## config.mk

```make
export PLATFORM = sky130hd
export DESIGN_NAME = irq_resp
export DESIGN_NICKNAME = d
export VERILOG_FILES = /design/src/pkg/irq_resp_pkg.sv /design/src/hw/irq_resp.sv
export VERILOG_INCLUDE_DIRS = /design/src /design/src/pkg
export SDC_FILE = /design/constraint.sdc
export NUM_CORES = 1
export LEC_CHECK = 0
export BUFFER_PORTS_ARGS = -buffer_cell sky130_fd_sc_hd__buf_2
export CAP_MARGIN = 40
export CORE_MARGIN = 10
export CORE_UTILIZATION = 30
export DETAILED_ROUTE_END_ITERATION = 12
export GPL_TIMING_DRIVEN = 0
export HOLD_SLACK_MARGIN = 0.03
export PLACE_DENSITY_LB_ADDON = 0.05
export SYNTH_ARGS = -nofsm -noshare
export SYNTH_HDL_FRONTEND = slang
export SYNTH_SLANG_ARGS = --single-unit
```

## constraint.sdc

```tcl
create_clock -name CLK -period 9.6 [get_ports CLK]
set_input_delay 1.92 -clock CLK [delete_from_list [all_inputs] [get_ports CLK]]
set_output_delay 1.92 -clock CLK [all_outputs]
set_load 0.02 [all_outputs]
```

## src/pkg/irq_resp_params.svh

```systemverilog
// Constants for the four-level interrupt response block.
`ifndef IRQ_RESP_PARAMS_SVH
`define IRQ_RESP_PARAMS_SVH
`define OSC_PER_MCYCLE      12
`define MCYCLE_CNT_W        4
`define PHASE_LATCH         4'd9
`define VECTOR_CALL_CYCLES  2'd2
`define NUM_SRC             6
`define SRC_EXT0            0
`define SRC_TMR0            1
`define SRC_EXT1            2
`define SRC_TMR1            3
`define SRC_SER             4
`define SRC_TMR2            5
`define VEC_BASE            16'h0003
`define VEC_STRIDE          16'h0008
`define ADDR_CTRL           12'h000
`define ADDR_ENABLE         12'h004
`define ADDR_PRIO_LO        12'h008
`define ADDR_PRIO_HI        12'h00c
`define ADDR_STATUS         12'h010
`define ADDR_INT_STAT       12'h014
`define ADDR_INT_MASK       12'h018
`define ADDR_VECTOR         12'h01c
`define RESP_OKAY           2'b00
`define RESP_SLVERR         2'b10
`endif

```

## src/pkg/irq_resp_pkg.sv

```systemverilog
// Types shared by the four-level interrupt response block.
package irq_resp_pkg;
    typedef logic [1:0] level_type;
    typedef enum logic [2:0] {
        ST_IDLE  = 3'b001,
        ST_CALL1 = 3'b010,
        ST_CALL2 = 3'b100
    } resp_state_type;
endpackage

```

## src/hw/irq_resp.sv

```systemverilog
// Interrupt acceptance, priority and vector-call logic with an AXI4-Lite register port.
//
// The register offsets and the AXI4-Lite interface to the registers were left to the implementer.
`timescale 1ns/100ps
`default_nettype none
`include "irq_resp_params.svh"
module irq_resp #(
    parameter int NSRC = `NUM_SRC
) (
    input  wire logic                 CLK,
    input  wire logic                 RSTN,
    input  wire logic                 EXT_IRQ0_PIN_N,
    input  wire logic                 EXT_IRQ1_PIN_N,
    input  wire logic [NSRC-1:0]      PERIPH_REQ,
    input  wire logic                 INSTR_LAST_CYCLE,
    input  wire logic                 INSTR_IS_RETURN_FROM_INTERRUPT,
    input  wire logic                 INSTR_IS_RET,
    input  wire logic                 INSTR_IS_IRQ_REG_ACCESS,
    input  wire logic [15:0]          PC_IN,
    output logic                      PUSH_VALID,
    output logic [7:0]                PUSH_DATA,
    output logic                      POP_REQ,
    output logic                      PC_LOAD,
    output logic [15:0]               PC_VECTOR,
    output logic                      CORE_HOLD,
    output logic [3:0]                PHASE,
    output logic                      IRQ,
    input  wire logic [11:0]          S_AXI_AWADDR,
    input  wire logic                 S_AXI_AWVALID,
    output logic                      S_AXI_AWREADY,
    input  wire logic [31:0]          S_AXI_WDATA,
    input  wire logic [3:0]           S_AXI_WSTRB,
    input  wire logic                 S_AXI_WVALID,
    output logic                      S_AXI_WREADY,
    output logic [1:0]                S_AXI_BRESP,
    output logic                      S_AXI_BVALID,
    input  wire logic                 S_AXI_BREADY,
    input  wire logic [11:0]          S_AXI_ARADDR,
    input  wire logic                 S_AXI_ARVALID,
    output logic                      S_AXI_ARREADY,
    output logic [31:0]               S_AXI_RDATA,
    output logic [1:0]                S_AXI_RRESP,
    output logic                      S_AXI_RVALID,
    input  wire logic                 S_AXI_RREADY
);
    import irq_resp_pkg::*;

    // Software-visible state.
    logic [1:0]      trig_type_q;
    logic [NSRC-1:0] enable_q;
    logic            global_en_q;
    logic [NSRC-1:0] prio_lo_q;
    logic [NSRC-1:0] prio_hi_q;
    logic [3:0]      int_stat_q;
    logic [3:0]      int_mask_q;
    logic [15:0]     last_vec_q;

    // Machine-cycle phase counter: twelve oscillator clocks per machine cycle.
    logic [3:0] phase_q;
    wire        state_five_phase_two = (phase_q == `PHASE_LATCH);
    wire        mc_end = (phase_q == 4'(`OSC_PER_MCYCLE - 1));
    always_ff @(posedge CLK or negedge RSTN) begin
        if (!RSTN) phase_q <= 4'h0;
        else       phase_q <= mc_end ? 4'h0 : phase_q + 4'h1;
    end
    assign PHASE = phase_q;

    // Two-flop synchronisers on the asynchronous request pins.
    logic [1:0] pin_meta_q;
    logic [1:0] pin_sync_q;
    always_ff @(posedge CLK or negedge RSTN) begin
        if (!RSTN) begin
            pin_meta_q <= 2'b11;
            pin_sync_q <= 2'b11;
        end else begin
            pin_meta_q <= {EXT_IRQ1_PIN_N, EXT_IRQ0_PIN_N};
            pin_sync_q <= pin_meta_q;
        end
    end

    // Once-per-machine-cycle samples; only a change across samples counts as an edge,
    // which is why the source must hold each level for a full machine cycle.
    logic [1:0] pin_samp_q;
    logic [1:0] ext_flag_q;
    wire  [1:0] pin_low  = ~pin_sync_q;
    wire  [1:0] fall_det = pin_samp_q & ~pin_sync_q;
    logic [1:0] ext_clr;
    always_ff @(posedge CLK or negedge RSTN) begin
        if (!RSTN) pin_samp_q <= 2'b11;
        else if (state_five_phase_two) pin_samp_q <= pin_sync_q;
    end

    // Request flags: level mode follows the inverted pin, edge mode is sticky.
    // A falling edge latched in the same cycle as the vector-load clear wins.
    genvar gi;
    generate
        for (gi = 0; gi < 2; gi++) begin : g_ext
            always_ff @(posedge CLK or negedge RSTN) begin
                if (!RSTN) begin
                    ext_flag_q[gi] <= 1'b0;
                end else if (state_five_phase_two && !trig_type_q[gi]) begin
                    ext_flag_q[gi] <= pin_low[gi];
                end else if (state_five_phase_two && fall_det[gi]) begin
                    ext_flag_q[gi] <= 1'b1;
                end else if (ext_clr[gi]) begin
                    ext_flag_q[gi] <= 1'b0;
                end
            end
        end
    endgenerate

    // Source requests; slot order gives the fixed tie-break within a level.
    wire [NSRC-1:0] req_raw;
    assign req_raw[`SRC_EXT0] = ext_flag_q[0];
    assign req_raw[`SRC_EXT1] = ext_flag_q[1];
    assign req_raw[`SRC_TMR0] = PERIPH_REQ[`SRC_TMR0];
    assign req_raw[`SRC_TMR1] = PERIPH_REQ[`SRC_TMR1];
    assign req_raw[`SRC_SER]  = PERIPH_REQ[`SRC_SER];
    assign req_raw[`SRC_TMR2] = PERIPH_REQ[`SRC_TMR2];

    // Poll snapshot taken at the end of each machine cycle; used in the next one.
    logic [NSRC-1:0] poll_q;
    always_ff @(posedge CLK or negedge RSTN) begin
        if (!RSTN)       poll_q <= '0;
        else if (mc_end) poll_q <= req_raw & enable_q & {NSRC{global_en_q}};
    end

    // Highest-priority pending source, then blocking by in-progress levels.
    logic [3:0] active_q;
    logic       win_valid;
    logic [2:0] win_src;
    level_type  win_lvl;
    always_comb begin
        win_valid = 1'b0;
        win_src   = 3'd0;
        win_lvl   = 2'd0;
        for (int i = NSRC - 1; i >= 0; i--) begin
            if (poll_q[i] && (!win_valid || {prio_hi_q[i], prio_lo_q[i]} >= win_lvl)) begin
                win_valid = 1'b1;
                win_src   = 3'(i);
                win_lvl   = {prio_hi_q[i], prio_lo_q[i]};
            end
        end
    end
    wire [3:0] level_ge_mask = 4'hf << win_lvl;
    wire       blocked       = |(active_q & level_ge_mask);

    // Extra-instruction rule: after return-from-interrupt or register access, one more must run.
    logic defer_q;
    always_ff @(posedge CLK or negedge RSTN) begin
        if (!RSTN) defer_q <= 1'b0;
        else if (INSTR_LAST_CYCLE && mc_end)
            defer_q <= INSTR_IS_RETURN_FROM_INTERRUPT || INSTR_IS_IRQ_REG_ACCESS;
    end

    // Acknowledge only at the end of an instruction's final machine cycle.
    logic           state_q;
    resp_state_type st_q;
    wire  ack = (st_q == ST_IDLE) && mc_end && INSTR_LAST_CYCLE && win_valid
                && !blocked && !defer_q && !INSTR_IS_RETURN_FROM_INTERRUPT
                && !INSTR_IS_IRQ_REG_ACCESS;

    // Vector-call sequencer: two machine cycles, low PC byte then high PC byte.
    logic [2:0]  call_src_q;
    logic [15:0] pc_save_q;
    always_ff @(posedge CLK or negedge RSTN) begin
        if (!RSTN) begin
            st_q       <= ST_IDLE;
            call_src_q <= 3'd0;
            pc_save_q  <= 16'h0000;
        end else begin
            case (st_q)
                ST_IDLE: begin
                    if (ack) begin
                        st_q       <= ST_CALL1;
                        call_src_q <= win_src;
                        pc_save_q  <= PC_IN;
                    end
                end
                ST_CALL1: if (mc_end) st_q <= ST_CALL2;
                ST_CALL2: if (mc_end) st_q <= ST_IDLE;
                default:  st_q <= ST_IDLE;
            endcase
        end
    end
    assign CORE_HOLD = (st_q != ST_IDLE);
    assign state_q   = CORE_HOLD;

    // Stack traffic and program-counter load; status word is never pushed.
    wire       push_lo = (st_q == ST_CALL1) && mc_end;
    wire       push_hi = (st_q == ST_CALL2) && (phase_q == 4'h0);
    wire       vec_ld  = (st_q == ST_CALL2) && mc_end;
    wire [15:0] vec_addr = `VEC_BASE + (16'(call_src_q) * `VEC_STRIDE);
    always_ff @(posedge CLK or negedge RSTN) begin
        if (!RSTN) begin
            PUSH_VALID <= 1'b0;
            PUSH_DATA  <= 8'h00;
            PC_LOAD    <= 1'b0;
            PC_VECTOR  <= 16'h0000;
            POP_REQ    <= 1'b0;
        end else begin
            PUSH_VALID <= push_lo || push_hi;
            PUSH_DATA  <= push_lo ? pc_save_q[7:0] : pc_save_q[15:8];
            PC_LOAD    <= vec_ld;
            PC_VECTOR  <= vec_addr;
            POP_REQ    <= (INSTR_IS_RETURN_FROM_INTERRUPT || INSTR_IS_RET)
                          && INSTR_LAST_CYCLE && mc_end;
        end
    end

    // Edge flags cleared at the vector load that ends their call; serial flags are left alone.
    assign ext_clr[0] = vec_ld && (call_src_q == 3'(`SRC_EXT0)) && trig_type_q[0];
    assign ext_clr[1] = vec_ld && (call_src_q == 3'(`SRC_EXT1)) && trig_type_q[1];

    // In-progress bit per level; only return-from-interrupt clears the highest.
    wire return_done = INSTR_IS_RETURN_FROM_INTERRUPT && INSTR_LAST_CYCLE && mc_end;
    wire [3:0] hi_active = active_q[3] ? 4'h8 : active_q[2] ? 4'h4 :
                           active_q[1] ? 4'h2 : active_q[0] ? 4'h1 : 4'h0;
    always_ff @(posedge CLK or negedge RSTN) begin
        if (!RSTN) active_q <= 4'h0;
        else if (ack) active_q <= active_q | (4'h1 << win_lvl);
        else if (return_done) active_q <= active_q & ~hi_active;
    end

    // AXI4-Lite slave: one write and one read outstanding, address and data in any order.
    logic        aw_got_q;
    logic        w_got_q;
    logic [11:0] aw_addr_q;
    logic [31:0] w_data_q;
    assign S_AXI_AWREADY = !aw_got_q && !S_AXI_BVALID;
    assign S_AXI_WREADY  = !w_got_q && !S_AXI_BVALID;
    assign S_AXI_ARREADY = !S_AXI_RVALID;
    wire wr_fire = aw_got_q && w_got_q && !S_AXI_BVALID;
    wire rd_fire = S_AXI_ARVALID && S_AXI_ARREADY;
    wire wr_hit  = (aw_addr_q == `ADDR_CTRL) || (aw_addr_q == `ADDR_ENABLE) ||
                   (aw_addr_q == `ADDR_PRIO_LO) || (aw_addr_q == `ADDR_PRIO_HI) ||
                   (aw_addr_q == `ADDR_INT_MASK) || (aw_addr_q == `ADDR_STATUS) ||
                   (aw_addr_q == `ADDR_INT_STAT) || (aw_addr_q == `ADDR_VECTOR);
    always_ff @(posedge CLK or negedge RSTN) begin
        if (!RSTN) begin
            aw_got_q     <= 1'b0;
            w_got_q      <= 1'b0;
            aw_addr_q    <= 12'h000;
            w_data_q     <= 32'h0000_0000;
            S_AXI_BVALID <= 1'b0;
            S_AXI_BRESP  <= `RESP_OKAY;
        end else begin
            if (S_AXI_AWVALID && S_AXI_AWREADY) begin
                aw_got_q  <= 1'b1;
                aw_addr_q <= S_AXI_AWADDR;
            end
            if (S_AXI_WVALID && S_AXI_WREADY) begin
                w_got_q  <= 1'b1;
                w_data_q <= S_AXI_WDATA;
            end
            if (wr_fire) begin
                aw_got_q     <= 1'b0;
                w_got_q      <= 1'b0;
                S_AXI_BVALID <= 1'b1;
                S_AXI_BRESP  <= wr_hit ? `RESP_OKAY : `RESP_SLVERR;
            end else if (S_AXI_BREADY) begin
                S_AXI_BVALID <= 1'b0;
            end
        end
    end

    // Register writes; only the low byte lane carries data, so only WSTRB[0] matters.
    wire w_data_ok = 1'b1;
    wire wr_en = wr_fire && w_data_ok;
    wire [3:0] wstrb_unused = S_AXI_WSTRB;
    always_ff @(posedge CLK or negedge RSTN) begin
        if (!RSTN) begin
            trig_type_q <= 2'b00;
            enable_q    <= '0;
            global_en_q <= 1'b0;
            prio_lo_q   <= '0;
            prio_hi_q   <= '0;
            int_mask_q  <= 4'h0;
        end else if (wr_en && wstrb_unused[0]) begin
            if (aw_addr_q == `ADDR_CTRL)     trig_type_q <= w_data_q[1:0];
            if (aw_addr_q == `ADDR_ENABLE) begin
                enable_q    <= w_data_q[NSRC-1:0];
                global_en_q <= w_data_q[7];
            end
            if (aw_addr_q == `ADDR_PRIO_LO)  prio_lo_q  <= w_data_q[NSRC-1:0];
            if (aw_addr_q == `ADDR_PRIO_HI)  prio_hi_q  <= w_data_q[NSRC-1:0];
            if (aw_addr_q == `ADDR_INT_MASK) int_mask_q <= w_data_q[3:0];
        end
    end

    // Sticky event bits: 0 acknowledge, 1 return-from-interrupt, 2/3 edge caught.
    // Clearing is by read; an event in the clearing cycle survives.
    wire [3:0] ev = {state_five_phase_two & fall_det[1] & trig_type_q[1],
                     state_five_phase_two & fall_det[0] & trig_type_q[0],
                     return_done, ack};
    wire       stat_rd = rd_fire && (S_AXI_ARADDR == `ADDR_INT_STAT);
    always_ff @(posedge CLK or negedge RSTN) begin
        if (!RSTN)        int_stat_q <= 4'h0;
        else if (stat_rd) int_stat_q <= ev;
        else              int_stat_q <= int_stat_q | ev;
    end
    assign IRQ = |(int_stat_q & int_mask_q);

    always_ff @(posedge CLK or negedge RSTN) begin
        if (!RSTN)       last_vec_q <= 16'h0000;
        else if (vec_ld) last_vec_q <= vec_addr;
    end

    // Read data mux.
    logic [31:0] rd_mux;
    always_comb begin
        case (S_AXI_ARADDR)
            `ADDR_CTRL:     rd_mux = {30'h0, trig_type_q};
            `ADDR_ENABLE:   rd_mux = {24'h0, global_en_q, 7'(enable_q)};
            `ADDR_PRIO_LO:  rd_mux = {26'h0, prio_lo_q};
            `ADDR_PRIO_HI:  rd_mux = {26'h0, prio_hi_q};
            `ADDR_STATUS:   rd_mux = {23'h0, state_q, active_q, ext_flag_q, defer_q, 1'b0};
            `ADDR_INT_STAT: rd_mux = {28'h0, int_stat_q};
            `ADDR_INT_MASK: rd_mux = {28'h0, int_mask_q};
            `ADDR_VECTOR:   rd_mux = {16'h0, last_vec_q};
            default:        rd_mux = 32'h0000_0000;
        endcase
    end
    wire rd_hit = (S_AXI_ARADDR[11:5] == 7'h00) && (S_AXI_ARADDR[1:0] == 2'b00);
    always_ff @(posedge CLK or negedge RSTN) begin
        if (!RSTN) begin
            S_AXI_RVALID <= 1'b0;
            S_AXI_RDATA  <= 32'h0000_0000;
            S_AXI_RRESP  <= `RESP_OKAY;
        end else if (rd_fire) begin
            S_AXI_RVALID <= 1'b1;
            S_AXI_RDATA  <= rd_mux;
            S_AXI_RRESP  <= rd_hit ? `RESP_OKAY : `RESP_SLVERR;
        end else if (S_AXI_RREADY) begin
            S_AXI_RVALID <= 1'b0;
        end
    end
endmodule
`default_nettype wire

```

==> summary.md, run 1 <==
| Metric | Value |
|---|---|
| Status | finished, final reports clean |
| CTS tree | done |
| Antenna violations before repair | 0 |
| CP Capture Type | register |
| Final Util | about two fifths |
| DRT iter0 DRCs | 207 |
| Crit-path max cell delay | about 0.45 ns |
| Syn_area_per_cell | approximately 12 sq um |
| Core area | just over 20000 sq um |
| Slew @ Worst Pin | approximately 0.73 ns |
| Crit-path slowest cell | dfrtp_1 |
| PD cells | roughly 190 nW/um^2 |
| Die Wd | 165 microns |
| Endpoints failing hold | 0 |
| Area leader, netlist | dfrtp_1 |
| Post-route setup slack | between 1.5 and 2 ns |
| # clock sinks | between 100 and 150 |
| Final #Nets | 804 |
| Slew Limit Fails | 0 |
| Diodes inserted | 0 |
| Placed cell count | around 950 |
| DP Area | 7300 sq um |
| Clock tree buffer depth | 2 |
| Routed len/inst | 17.0 microns |
| RSZ-0062 raised after global routing | no |
| Avg Vias per Cell | between 4 and 5 |
| Number of I/O port buffers | 101 |
| Peak supply drop | around 110 uV |
| Max-Cap Viols | 0 |
| #FFs+latches synth | about 130 |
| Fin crit share | between 80 and 90% |
| Post-synth ARST share | 100% |
| Max Freq | between 100 and 150 MHz |
| Crit path required time | roughly 10 ns |
| Row count | 52 |
| Height of the chip | approximately 160 microns |
| CTS H-tree depth | 4 |
| Synth Instances | 537 |
| Largest net degree at the start of global routing | 67 |
| Global-route wire length before repair | 26200 microns |
| Area grow syn2layout | 26.1% |
| Design area | around 7900 sq um |
| CP Data Arrival Time | about 8.2 ns |
| DR pass1 iterations | 4 |
| Routed vias | 4521 |
| Top post-synthesis cells by count | dfrtp_1 (120), mux2_2 (61), nand2_1 (41) |
| Hold buffers post-CTS | 0 |
| Pre-CTS WS | approximately 1.6 ns |
| Worst-path clk slew | approximately 0.060 ns |
| Type of the worst setup path | reg -> reg |
| Clock Latency Late Sink | between 0.4 and 0.5 ns |
| Finish-stage setup viols | 0 |
| Full die area | 27100 sq um |
| Total CTS buffers | 17 |
| I/O pin count | between 150 and 200 |
| Filler Cells Inserted | 2096 |
| Overall Global Routing Usage | around 12% |
| Root buffer cell | clkbuf_16 |
| Most frequent cell after synthesis | dfrtp_1 |
| Post-CTS Resized | 0 |
| Most frequent CP cell | ha_1 |
| Setup tns final | 0 ns |
| Number of routed nets with antenna violations | 0 |
| CP max FO | 10 |
| Top_reg_cell synth | dfrtp_1 |
| Share of layout cells above drive strength 1 | about two fifths |
| Post-Layout Cell Count | between 900 and 1k |
| Synth area leaders | dfrtp_1 (48%), mux2_2 (11%), buf_4 (4.5%), mux2_4 (4.3%), dfstp_2 (2.9%) |
| Vias in the first global route | roughly 4.8k |
| Tmin final | 7.92 ns |
| DRC Markers | 0 |
| Detailed placement HPWL | 13000 microns |
| Global route overflow | 0 |
| Netlist Area Pre-Place | around 6300 sq um |
| Yosys warnings | 0 |
| Cell variety after synth | 61 |
| Share of the synthesized area in the top cell type | a little under half |
| GP Congestion | between 0.8 and 0.9 |
| Post-synthesis sequential area ratio | between 50 and 60% |
| Initial Utilization | 30.7% |
| Final setup skew | approximately 0.0099 ns |
| P_leak | ~0.0038 uW |
| Total wire length | 16700 microns |
| Post-CTS Setup Bufs | 0 |
| Number of flops mapped to enable cells by yosys | 0 |
| Rel. slew slack | roughly half |
| HP Class | reg -> reg |
| Crit start category | register |
## cell type report
cell class	count	area (sq um)	area share, %
flip-flops and latches	127	3190	40.2
multi-input cells	374	2800	35.4
repair buffers	105	554	7.00
clock buffers	20	457	5.77
plain buffers	52	354	4.47
well taps	270	338	4.27
clock inverters	12	159	2.01
inverters	19	71.3	0.900
## placed cells by master (no fill, tap or decap), drive strengths merged, types with 7 or more instances in the layout
cell type / Yosys / layout
buf: 42 / 147
dfrtp: 120 / 120
mux2: 81 / 81
nand2: 41 / 41
conb: 2 / 37
nor2: 32 / 32
o21ai: 32 / 32
clkbuf: 10 / 30
inv: 19 / 21
nand3: 16 / 16
ha: 13 / 13
nand2b: 10 / 10
nor3: 10 / 10
a21oi: 9 / 9
a22oi: 9 / 9
nor3b: 8 / 8
nor2b: 7 / 7
dfstp: 7 / 7
a221oi: 7 / 7
## worst paths after layout
kind	from	endpoint	slack (ns)	cells past startpoint
max	poll_q[5]	pc_save_q[10]	1.68	32
min	pin_meta_q[0]	pin_sync_q[0]	0.35	0
max reg2reg	poll_q[5]	pc_save_q[10]	1.68	32
min reg2reg	pin_meta_q[0]	pin_sync_q[0]	0.35	0
max in group asynchronous	RSTN	pin_samp_q[0]	7.33	2
min in group asynchronous	RSTN	S_AXI_BRESP[1]	1.49	1
## logic make-up (layout without fill, tap and decap cells)
| family | after synthesis | in the layout | synth area share (%) |
|---|---|---|---|
| buf+inv | 71 | 208 | 6.77 |
| simple gates | 151 | 151 | 12.7 |
| other cells | 2 | 37 | 0.120 |
| compound gates | 88 | 88 | 10.7 |
| fa+ha+maj | 13 | 13 | 2.59 |
| mux | 85 | 85 | 16.4 |
| flops | 127 | 127 | 50.7 |
## sequential cells by signal, indices dropped and copies added (netlist names), 4 cells and up
name / count
prio_hi_q: 6
prio_lo_q: 6
active_q: 4
last_vec_q: 4
int_mask_q: 4
int_stat_q: 4
poll_q: 6
enable_q: 6
w_data_q: 7
PHASE: 4
pc_save_q: 16
PC_VECTOR: 4
aw_addr_q: 12
S_AXI_RDATA: 9
PUSH_DATA: 8
## worst max-delay path, delay by kind of cell, from the launching register on
kind	cells	cell delay [ns]
AOI/OAI and AO/OA	11	3.12
and+or+nand+nor	11	1.65
buffers and inverters	3	0.50
muxes	2	0.74
adders and majority gates	5	1.32
DFF	1	0.45
## where the power goes
part / leakage, uW / switching [uW] / internal (uW) / total, uW
logic: 0.00184 / 96.6 / 90.6 / 187
registers: 0.00167 / 49.2 / 595 / 644
clock network: 0.000285 / 239 / 423 / 662
total: 0.00380 / 385 / 1110 / 1490
## through the flow
| step | total power [uW] | hold WS (ns) |
|---|---|---|
| 6_report | 1490 | 0.355 |
| 5_1_grt | 1560 | 0.361 |
| 4_1_cts | 1520 | 0.355 |
| 3_5_place_dp | 845 | 0.347 |
| 3_3_place_gp | 835 | 0.347 |
| 2_1_floorplan | 769 | 0.345 |
## layer usage
layer | track usage [%] | part of all wire (%)
met5 | 0 | 0
met4 | 4.27 | 1.8
met3 | 4.38 | 6.5
met2 | 19.8 | 48
met1 | 15.2 | 43
No activity file was read; power rests on OpenSTA's default activity.
==> inputs of run 2 (changes only) <==
==> constraint.sdc (replaced) <==
create_clock -name CLK -period 6.55 [get_ports CLK]
set_input_delay 1.31 -clock CLK [delete_from_list [all_inputs] [get_ports CLK]]
set_output_delay 1.31 -clock CLK [all_outputs]
set_load 0.02 [all_outputs]
==> run 2 against run 1 <==
Against the previous run: the flow now finishes with violations (negative setup slack); combinational power rose by 47%; non-clock buffer count rose by 43; register-to-register slack got worse by 1.9 ns; hold slack gained 0.0018 ns; clock skew up 0.00069 ns; largest cell class unchanged; sequential cell count stayed put; critical path type unchanged; die area stayed put.
==> summary.md, run 2 (synthesis results as in run 1) <==
| Metric | Value |
|---|---|
| Initial Utilization | roughly 30% |
| Max-Cap Viols | 0 |
| Crit path required time | between 6 and 7 ns |
| Filler Cells Inserted | ~2k |
| Diodes inserted | 0 |
| Status | finished, violations left |
| Number of I/O port buffers | slightly above 100 |
| Register Area | 3190 sq um |
| Crit-path max cell delay | about 0.42 ns |
| Crit-path slowest cell | dfrtp_2 |
| Max reg flops | 16 |
| Share of layout cells above drive strength 1 | slightly below 50% |
| Slew @ Worst Pin | about 0.7 ns |
| Clock Latency Late Sink | between 0.4 and 0.5 ns |
| GP Congestion | 0.791 |
| Endpoints failing hold | 0 |
| Crit start category | register |
| Row count | 52 |
| Placed cell count | between 900 and 1k |
| HP Class | reg -> reg |
| Full die area | around 27000 sq um |
| Rel. slew slack | between 50% and 60% |
| Total wire length | roughly 17000 microns |
| Number of routed nets with antenna violations | 0 |
| Reg-to-Reg End | pc_save_q[0] |
| CP max FO | 6 |
| Violated checks | negative setup slack |
| Peak supply drop | 175 uV |
| Avg Vias per Cell | approximately 4.5 |
| Height of the chip | 165 microns |
| Fin crit share | 103% |
| Type of the worst setup path | reg -> reg |
| Die Wd | about 160 microns |
| Most common cell after layout, fill and taps aside | dfrtp_1 |
| DRC Markers | 0 |
| Root buffer cell | clkbuf_16 |
| CP top delay family | compound AO/OA/AOI/OAI gates |
| Detailed placement HPWL | between 10000 and 15000 microns |
| Total CTS buffers | 17 |
| Area grow syn2layout | 36.6% |
| Hold Path Depth | 0 |
| Most frequent CP cell | nand2b_4 |
| PD cells | around 260 nW/um^2 |
| Routed len/inst | between 15 and 20 microns |
| Worst r2r path cells | 32 |
| Register with the most flip-flops | pc_save_q |
| RSZ-0062 raised after global routing | yes |
| Highest-count cells in the layout ignoring fill and taps | dfrtp_1 (119), buf_2 (103), buf_4 (78) |
| R2r startpoint | poll_q[5] |
| CTS tree | done |
| Overall Global Routing Usage | between 10% and 20% |
| Finish-stage setup viols | 22 |
| Max Freq | 148 MHz |
| Worst Path Buf+Inv | 4 |
| P_leak | 0.00414 uW |
| Global route overflow | 0 |
| Slew Limit Fails | 0 |
| CTS H-tree depth | 4 |
| Worst-path clk slew | roughly 0.060 ns |
| DRT iter0 DRCs | 133 |
| Routed vias | ~4.6k |
| Tmin final | between 6 and 7 ns |
| Clock tree buffer depth | 2 |
| Antenna violations before repair | 0 |
| # clock sinks | 127 |
| Hold_ws | 0.356 ns |
| Area of the multi-input gates | approximately 3100 sq um |
| Pre-CTS WS | -1.04 ns |
| Post-route setup slack | -0.208 ns |
| Post-Layout Cell Count | between 1k and 1.5k |
| CP Data Arrival Time | 7.06 ns |
| Core area | between 20000 and 25000 sq um |
| Total Power | about 2200 uW |
| Worst hold start | pin_meta_q[1] |
| Final #Nets | roughly 850 |
| Top flop regs | pc_save_q: 16 flops, aw_addr_q: 12 flops, S_AXI_RDATA: 9 flops |
| DR pass1 iterations | 4 |
| Final Util | between 40% and 50% |
| Global-route wire length before repair | between 20000 and 30000 microns |
| CP Capture Type | register |
| Reg-to-reg slack, setup | -0.21 ns |
| Largest net degree at the start of global routing | 74 |
| Hold EP | pin_sync_q[1] |
| I/O pin count | about 170 |
| Vias in the first global route | approximately 5k |
| Final setup skew | 0.0106 ns |
run 2: what timing repair did:
item,4_1_cts,5_1_grt
buffers inserted,38,5
setup endpoints to repair,26,26
gates resized for setup,24,14
pin swaps,14,18
hold buffers,0,0
gates cloned,1,0
endpoints found under the hold margin,0,0
run 2: routing by layer:
| layer | vias to the layer above | share of wire, % | track usage, % |
|---|---|---|---|
| met5 | - | 0 | 0 |
| met4 | 0 | 2.0 | 4.87 |
| met3 | 30 | 7.1 | 4.06 |
| met2 | 122 | 48 | 20.5 |
| met1 | 2241 | 43 | 15.5 |
| li1 | 2251 | - | - |
run 2: worst reg2reg max path, delay by kind of cell, from the launching register on:
family | cells | cell delay [ns]
AND/OR/NAND/NOR | 10 | 1.35
AO/OA/AOI/OAI | 11 | 2.57
adder cells (fa/ha/maj) | 5 | 1.20
buffers and inverters | 4 | 0.50
multiplexers | 2 | 0.58
flip-flops | 1 | 0.42
run 2: per-stage QoR:
step / instance area (sq um) / setup TNS, ns
4_1_cts: 8480 / -4.70
6_report: 8580 / -4.18
3_5_place_dp: 7410 / -22.45
2_1_floorplan: 6510 / -1.67
5_1_grt: 8580 / -10.37
3_3_place_gp: 7360 / -20.14
run 2: area by class of cell:
| type | instances | area share (%) |
|---|---|---|
| Sequential cell | 127 | 37.2 |
| Multi-Input combinational cell | 374 | 35.9 |
| Timing Repair Buffer | 149 | 10.6 |
| Clock buffer | 17 | 4.96 |
| Buffer | 51 | 4.19 |
| Tap cell | 270 | 3.94 |
| Clock inverter | 15 | 2.42 |
| Inverter | 19 | 0.831 |
run 2: power by group:
part	internal [uW]	total, uW	switching, uW
logic	134	274	140
clock network	642	1010	368
registers	871	945	74.2
run 2: how the worst max path moves through the flow:
stage                          from       endpoint  cells after the start
after floorplan           poll_q[5]  pc_save_q[10]                     32
after global placement    poll_q[5]   pc_save_q[4]                     32
after detailed placement  poll_q[5]   pc_save_q[2]                     32
after CTS                 poll_q[5]   pc_save_q[0]                     33
after global routing      poll_q[5]   pc_save_q[0]                     32
final                     poll_q[5]   pc_save_q[0]                     32
==> inputs of run 3 (changes only) <==
--- a/config.mk
+++ b/config.mk
@@ -9,7 +9,8 @@
 export BUFFER_PORTS_ARGS = -buffer_cell sky130_fd_sc_hd__buf_2
 export CAP_MARGIN = 40
 export CORE_MARGIN = 10
-export CORE_UTILIZATION = 30
+export CORE_UTILIZATION = 48
+export CTS_CLUSTER_DIAMETER = 30
 export DETAILED_ROUTE_END_ITERATION = 12
 export GPL_TIMING_DRIVEN = 0
 export HOLD_SLACK_MARGIN = 0.03
==> run 3 against run 2 <==
Against the previous run: the flow still finishes with violations (negative setup slack); critical path depth unchanged; register-to-register slack about the same; clock power about the same; global-route usage up 5.5 points; non-clock buffer count down 7; die area down 33%; first-iteration DRC count up 120%; maximum frequency about the same; largest power group unchanged.
==> summary.md, run 3 (synthesis results as in run 1) <==
| Metric | Value |
|---|---|
| DRT iter0 DRCs | ~290 |
| Height of the chip | approximately 130 microns |
| Filler Cells Inserted | 1032 |
| Highest-count cells in the layout ignoring fill and taps | dfrtp_1 (119), buf_2 (101), buf_4 (70) |
| Slew @ Worst Pin | between 0.9 and 1 ns |
| GP Congestion | 0.848 |
| Sw power | between 500 and 600 uW |
| Diodes inserted | 0 |
| Combinational power share | approximately an eighth |
| CP Capture Type | register |
| # clock sinks | between 100 and 150 |
| Status | finished, violations left |
| Root buffer cell | clkbuf_16 |
| Violated checks | negative setup slack |
| Rel. slew slack | 38.7% |
| Global-route wire length before repair | 26100 microns |
| Detailed placement HPWL | ~12000 microns |
| Crit-path slowest cell | dfrtp_2 |
| Total wire length | ~16000 microns |
| Share of layout cells above drive strength 1 | a little under half |
| Area of the multi-input gates | about 3100 sq um |
| Reg-to-reg slack, setup | -0.21 ns |
| Initial Utilization | slightly below 50% |
| CP Data Arrival Time | 7.07 ns |
| Design internal power | ~1700 uW |
| Max reg flops | 16 |
| RSZ-0062 raised after global routing | yes |
| Die Wd | around 130 microns |
| Max Freq | ~150 MHz |
| Total CTS buffers | 17 |
| Register Area | around 3200 sq um |
| Pre-CTS WS | -0.986 ns |
| Clock Latency Late Sink | 0.42 ns |
| Final Util | 66.3% |
| Avg Vias per Cell | 5.07 |
| Antenna violations before repair | 0 |
| Sw frac | 25.3% |
| Worst-path clk slew | roughly 0.05 ns |
| Number of routed nets with antenna violations | 0 |
| Full die area | 18100 sq um |
| Design area | around 8400 sq um |
| Placed cell count | between 800 and 900 |
| Endpoints failing hold | 0 |
| I/O pin count | 169 |
| Row count | slightly above 40 |
| Fin crit share | 103% |
| Final #Nets | 840 |
| Clock tree buffer depth | 2 |
| PD cells | around 260 nW/um^2 |
| Finish-stage setup viols | 23 |
| Type of the worst setup path | reg -> reg |
| Number of I/O port buffers | approximately 100 |
| DRC Markers | 0 |
| CTS tree | done |
| Crit-path max cell delay | between 0.4 and 0.5 ns |
| Routed vias | ~4.6k |
| Overall Global Routing Usage | a little under a fifth |
| Largest net degree at the start of global routing | 74 |
| Hold buffers post-CTS | 0 |
| Peak supply drop | about 230 uV |
| Routed len/inst | approximately 18 microns |
| GR Layer Usage met1 | a little over a fifth |
| DR pass1 iterations | 4 |
| Max-Cap Viols | 0 |
| Top flop regs | pc_save_q: 16 flops, aw_addr_q: 12 flops, S_AXI_RDATA: 9 flops |
| Most common cell after layout, fill and taps aside | dfrtp_1 |
| Core area | ~13000 sq um |
| Met3 usage | under 10% |
| HP Class | reg -> reg |
| GRT busiest layer | met2 |
| Global route overflow | 0 |
| Area grow syn2layout | 34.3% |
| Vias in the first global route | 4999 |
| DP Area | 7280 sq um |
| Post-Layout Cell Count | ~920 |
| CP max FO | 8 |
| Sequential share of power | roughly 43% |
| CTS H-tree depth | 4 |
| Post-route setup slack | -0.214 ns |
| Crit path required time | between 6 and 7 ns |
| GRT met2 Usage | a little over 30% |
| Crit start category | register |
| Final setup skew | 0.0112 ns |
| Setup tns final | -4.38 ns |
| P_leak | 0.00411 uW |
| Slew Limit Fails | 0 |
| Tmin final | a little under 7 ns |
| Register with the most flip-flops | pc_save_q |
| Clock share of power | between 40% and 50% |
| Most frequent CP cell | nand2b_4 |
==> run 3: changes by cell type in the layout (fill, tap and decap cells not counted), moves of 2 or more <==
| cell | delta |
|---|---|
| clkinvlp_4 | +3 |
| nand2_2 | -2 |
| nor2_1 | -2 |
| buf_4 | -8 |
| nand2_1 | +2 |
| buf_2 | -2 |
| inv_6 | -5 |
| nor2_2 | +2 |
==> run 3: final cells by class <==
| cell class | instances | area share (%) |
|---|---|---|
| Sequential cell | 127 | 37.8 |
| Buffer | 51 | 4.26 |
| Timing Repair Buffer | 142 | 10.3 |
| Tap cell | 172 | 2.55 |
| Multi-Input combinational cell | 374 | 36.7 |
| Inverter | 19 | 0.845 |
| Clock buffer | 18 | 5.21 |
| Clock inverter | 14 | 2.27 |
==> run 3: layer usage <==
layer	part of all wire, %	wire [microns]
met1	40	6520
met2	52	8340
met3	7.2	1160
met4	0.75	121
met5	0	0
==> run 3: worst paths after layout <==
| kind | from | to | cells past startpoint |
|---|---|---|---|
| max reg2reg | poll_q[5] | pc_save_q[14] | 32 |
| min reg2reg | pin_meta_q[0] | pin_sync_q[0] | 0 |
| max | poll_q[5] | pc_save_q[14] | 32 |
| min | pin_meta_q[0] | pin_sync_q[0] | 0 |
| min in group asynchronous | RSTN | PC_VECTOR[1] | 1 |
| max in group asynchronous | RSTN | poll_q[5] | 2 |
==> run 3: critical path: cells and delay by family (launching register included) <==
| family | cells | cell delay (ns) |
|---|---|---|
| compound gates | 11 | 2.60 |
| simple gates | 10 | 1.35 |
| fa+ha+maj | 5 | 1.21 |
| mux | 2 | 0.57 |
| buf+inv | 4 | 0.48 |
| flops | 1 | 0.42 |
==> run 3: repair_timing <==
item	in CTS	in global routing
setup endpoints to repair	26	26
resized for setup	26	17
endpoints found under the hold margin	0	0
buffers inserted	30	7
pin swaps	14	16
cloned	1	0
==> run 3: power groups by stage <==
| stage | Clock (uW) | Combinational (uW) | Sequential, uW |
|---|---|---|---|
| 3_3_place_gp | 0 | 263 | 953 |
| 5_1_grt | 1050 | 305 | 962 |
| 6_report | 987 | 276 | 947 |
| 3_5_place_dp | 0 | 275 | 960 |
| 4_1_cts | 1010 | 279 | 948 |
| 2_1_floorplan | 0 | 183 | 944 |
==> run 3: through the flow <==
| step | total power, uW | hold WS (ns) |
|---|---|---|
| after floorplan | 1130 | 0.345 |
| after global placement | 1220 | 0.346 |
| after detailed placement | 1230 | 0.347 |
| after CTS | 2230 | 0.355 |
| after global routing | 2310 | 0.361 |
| final | 2210 | 0.355 |
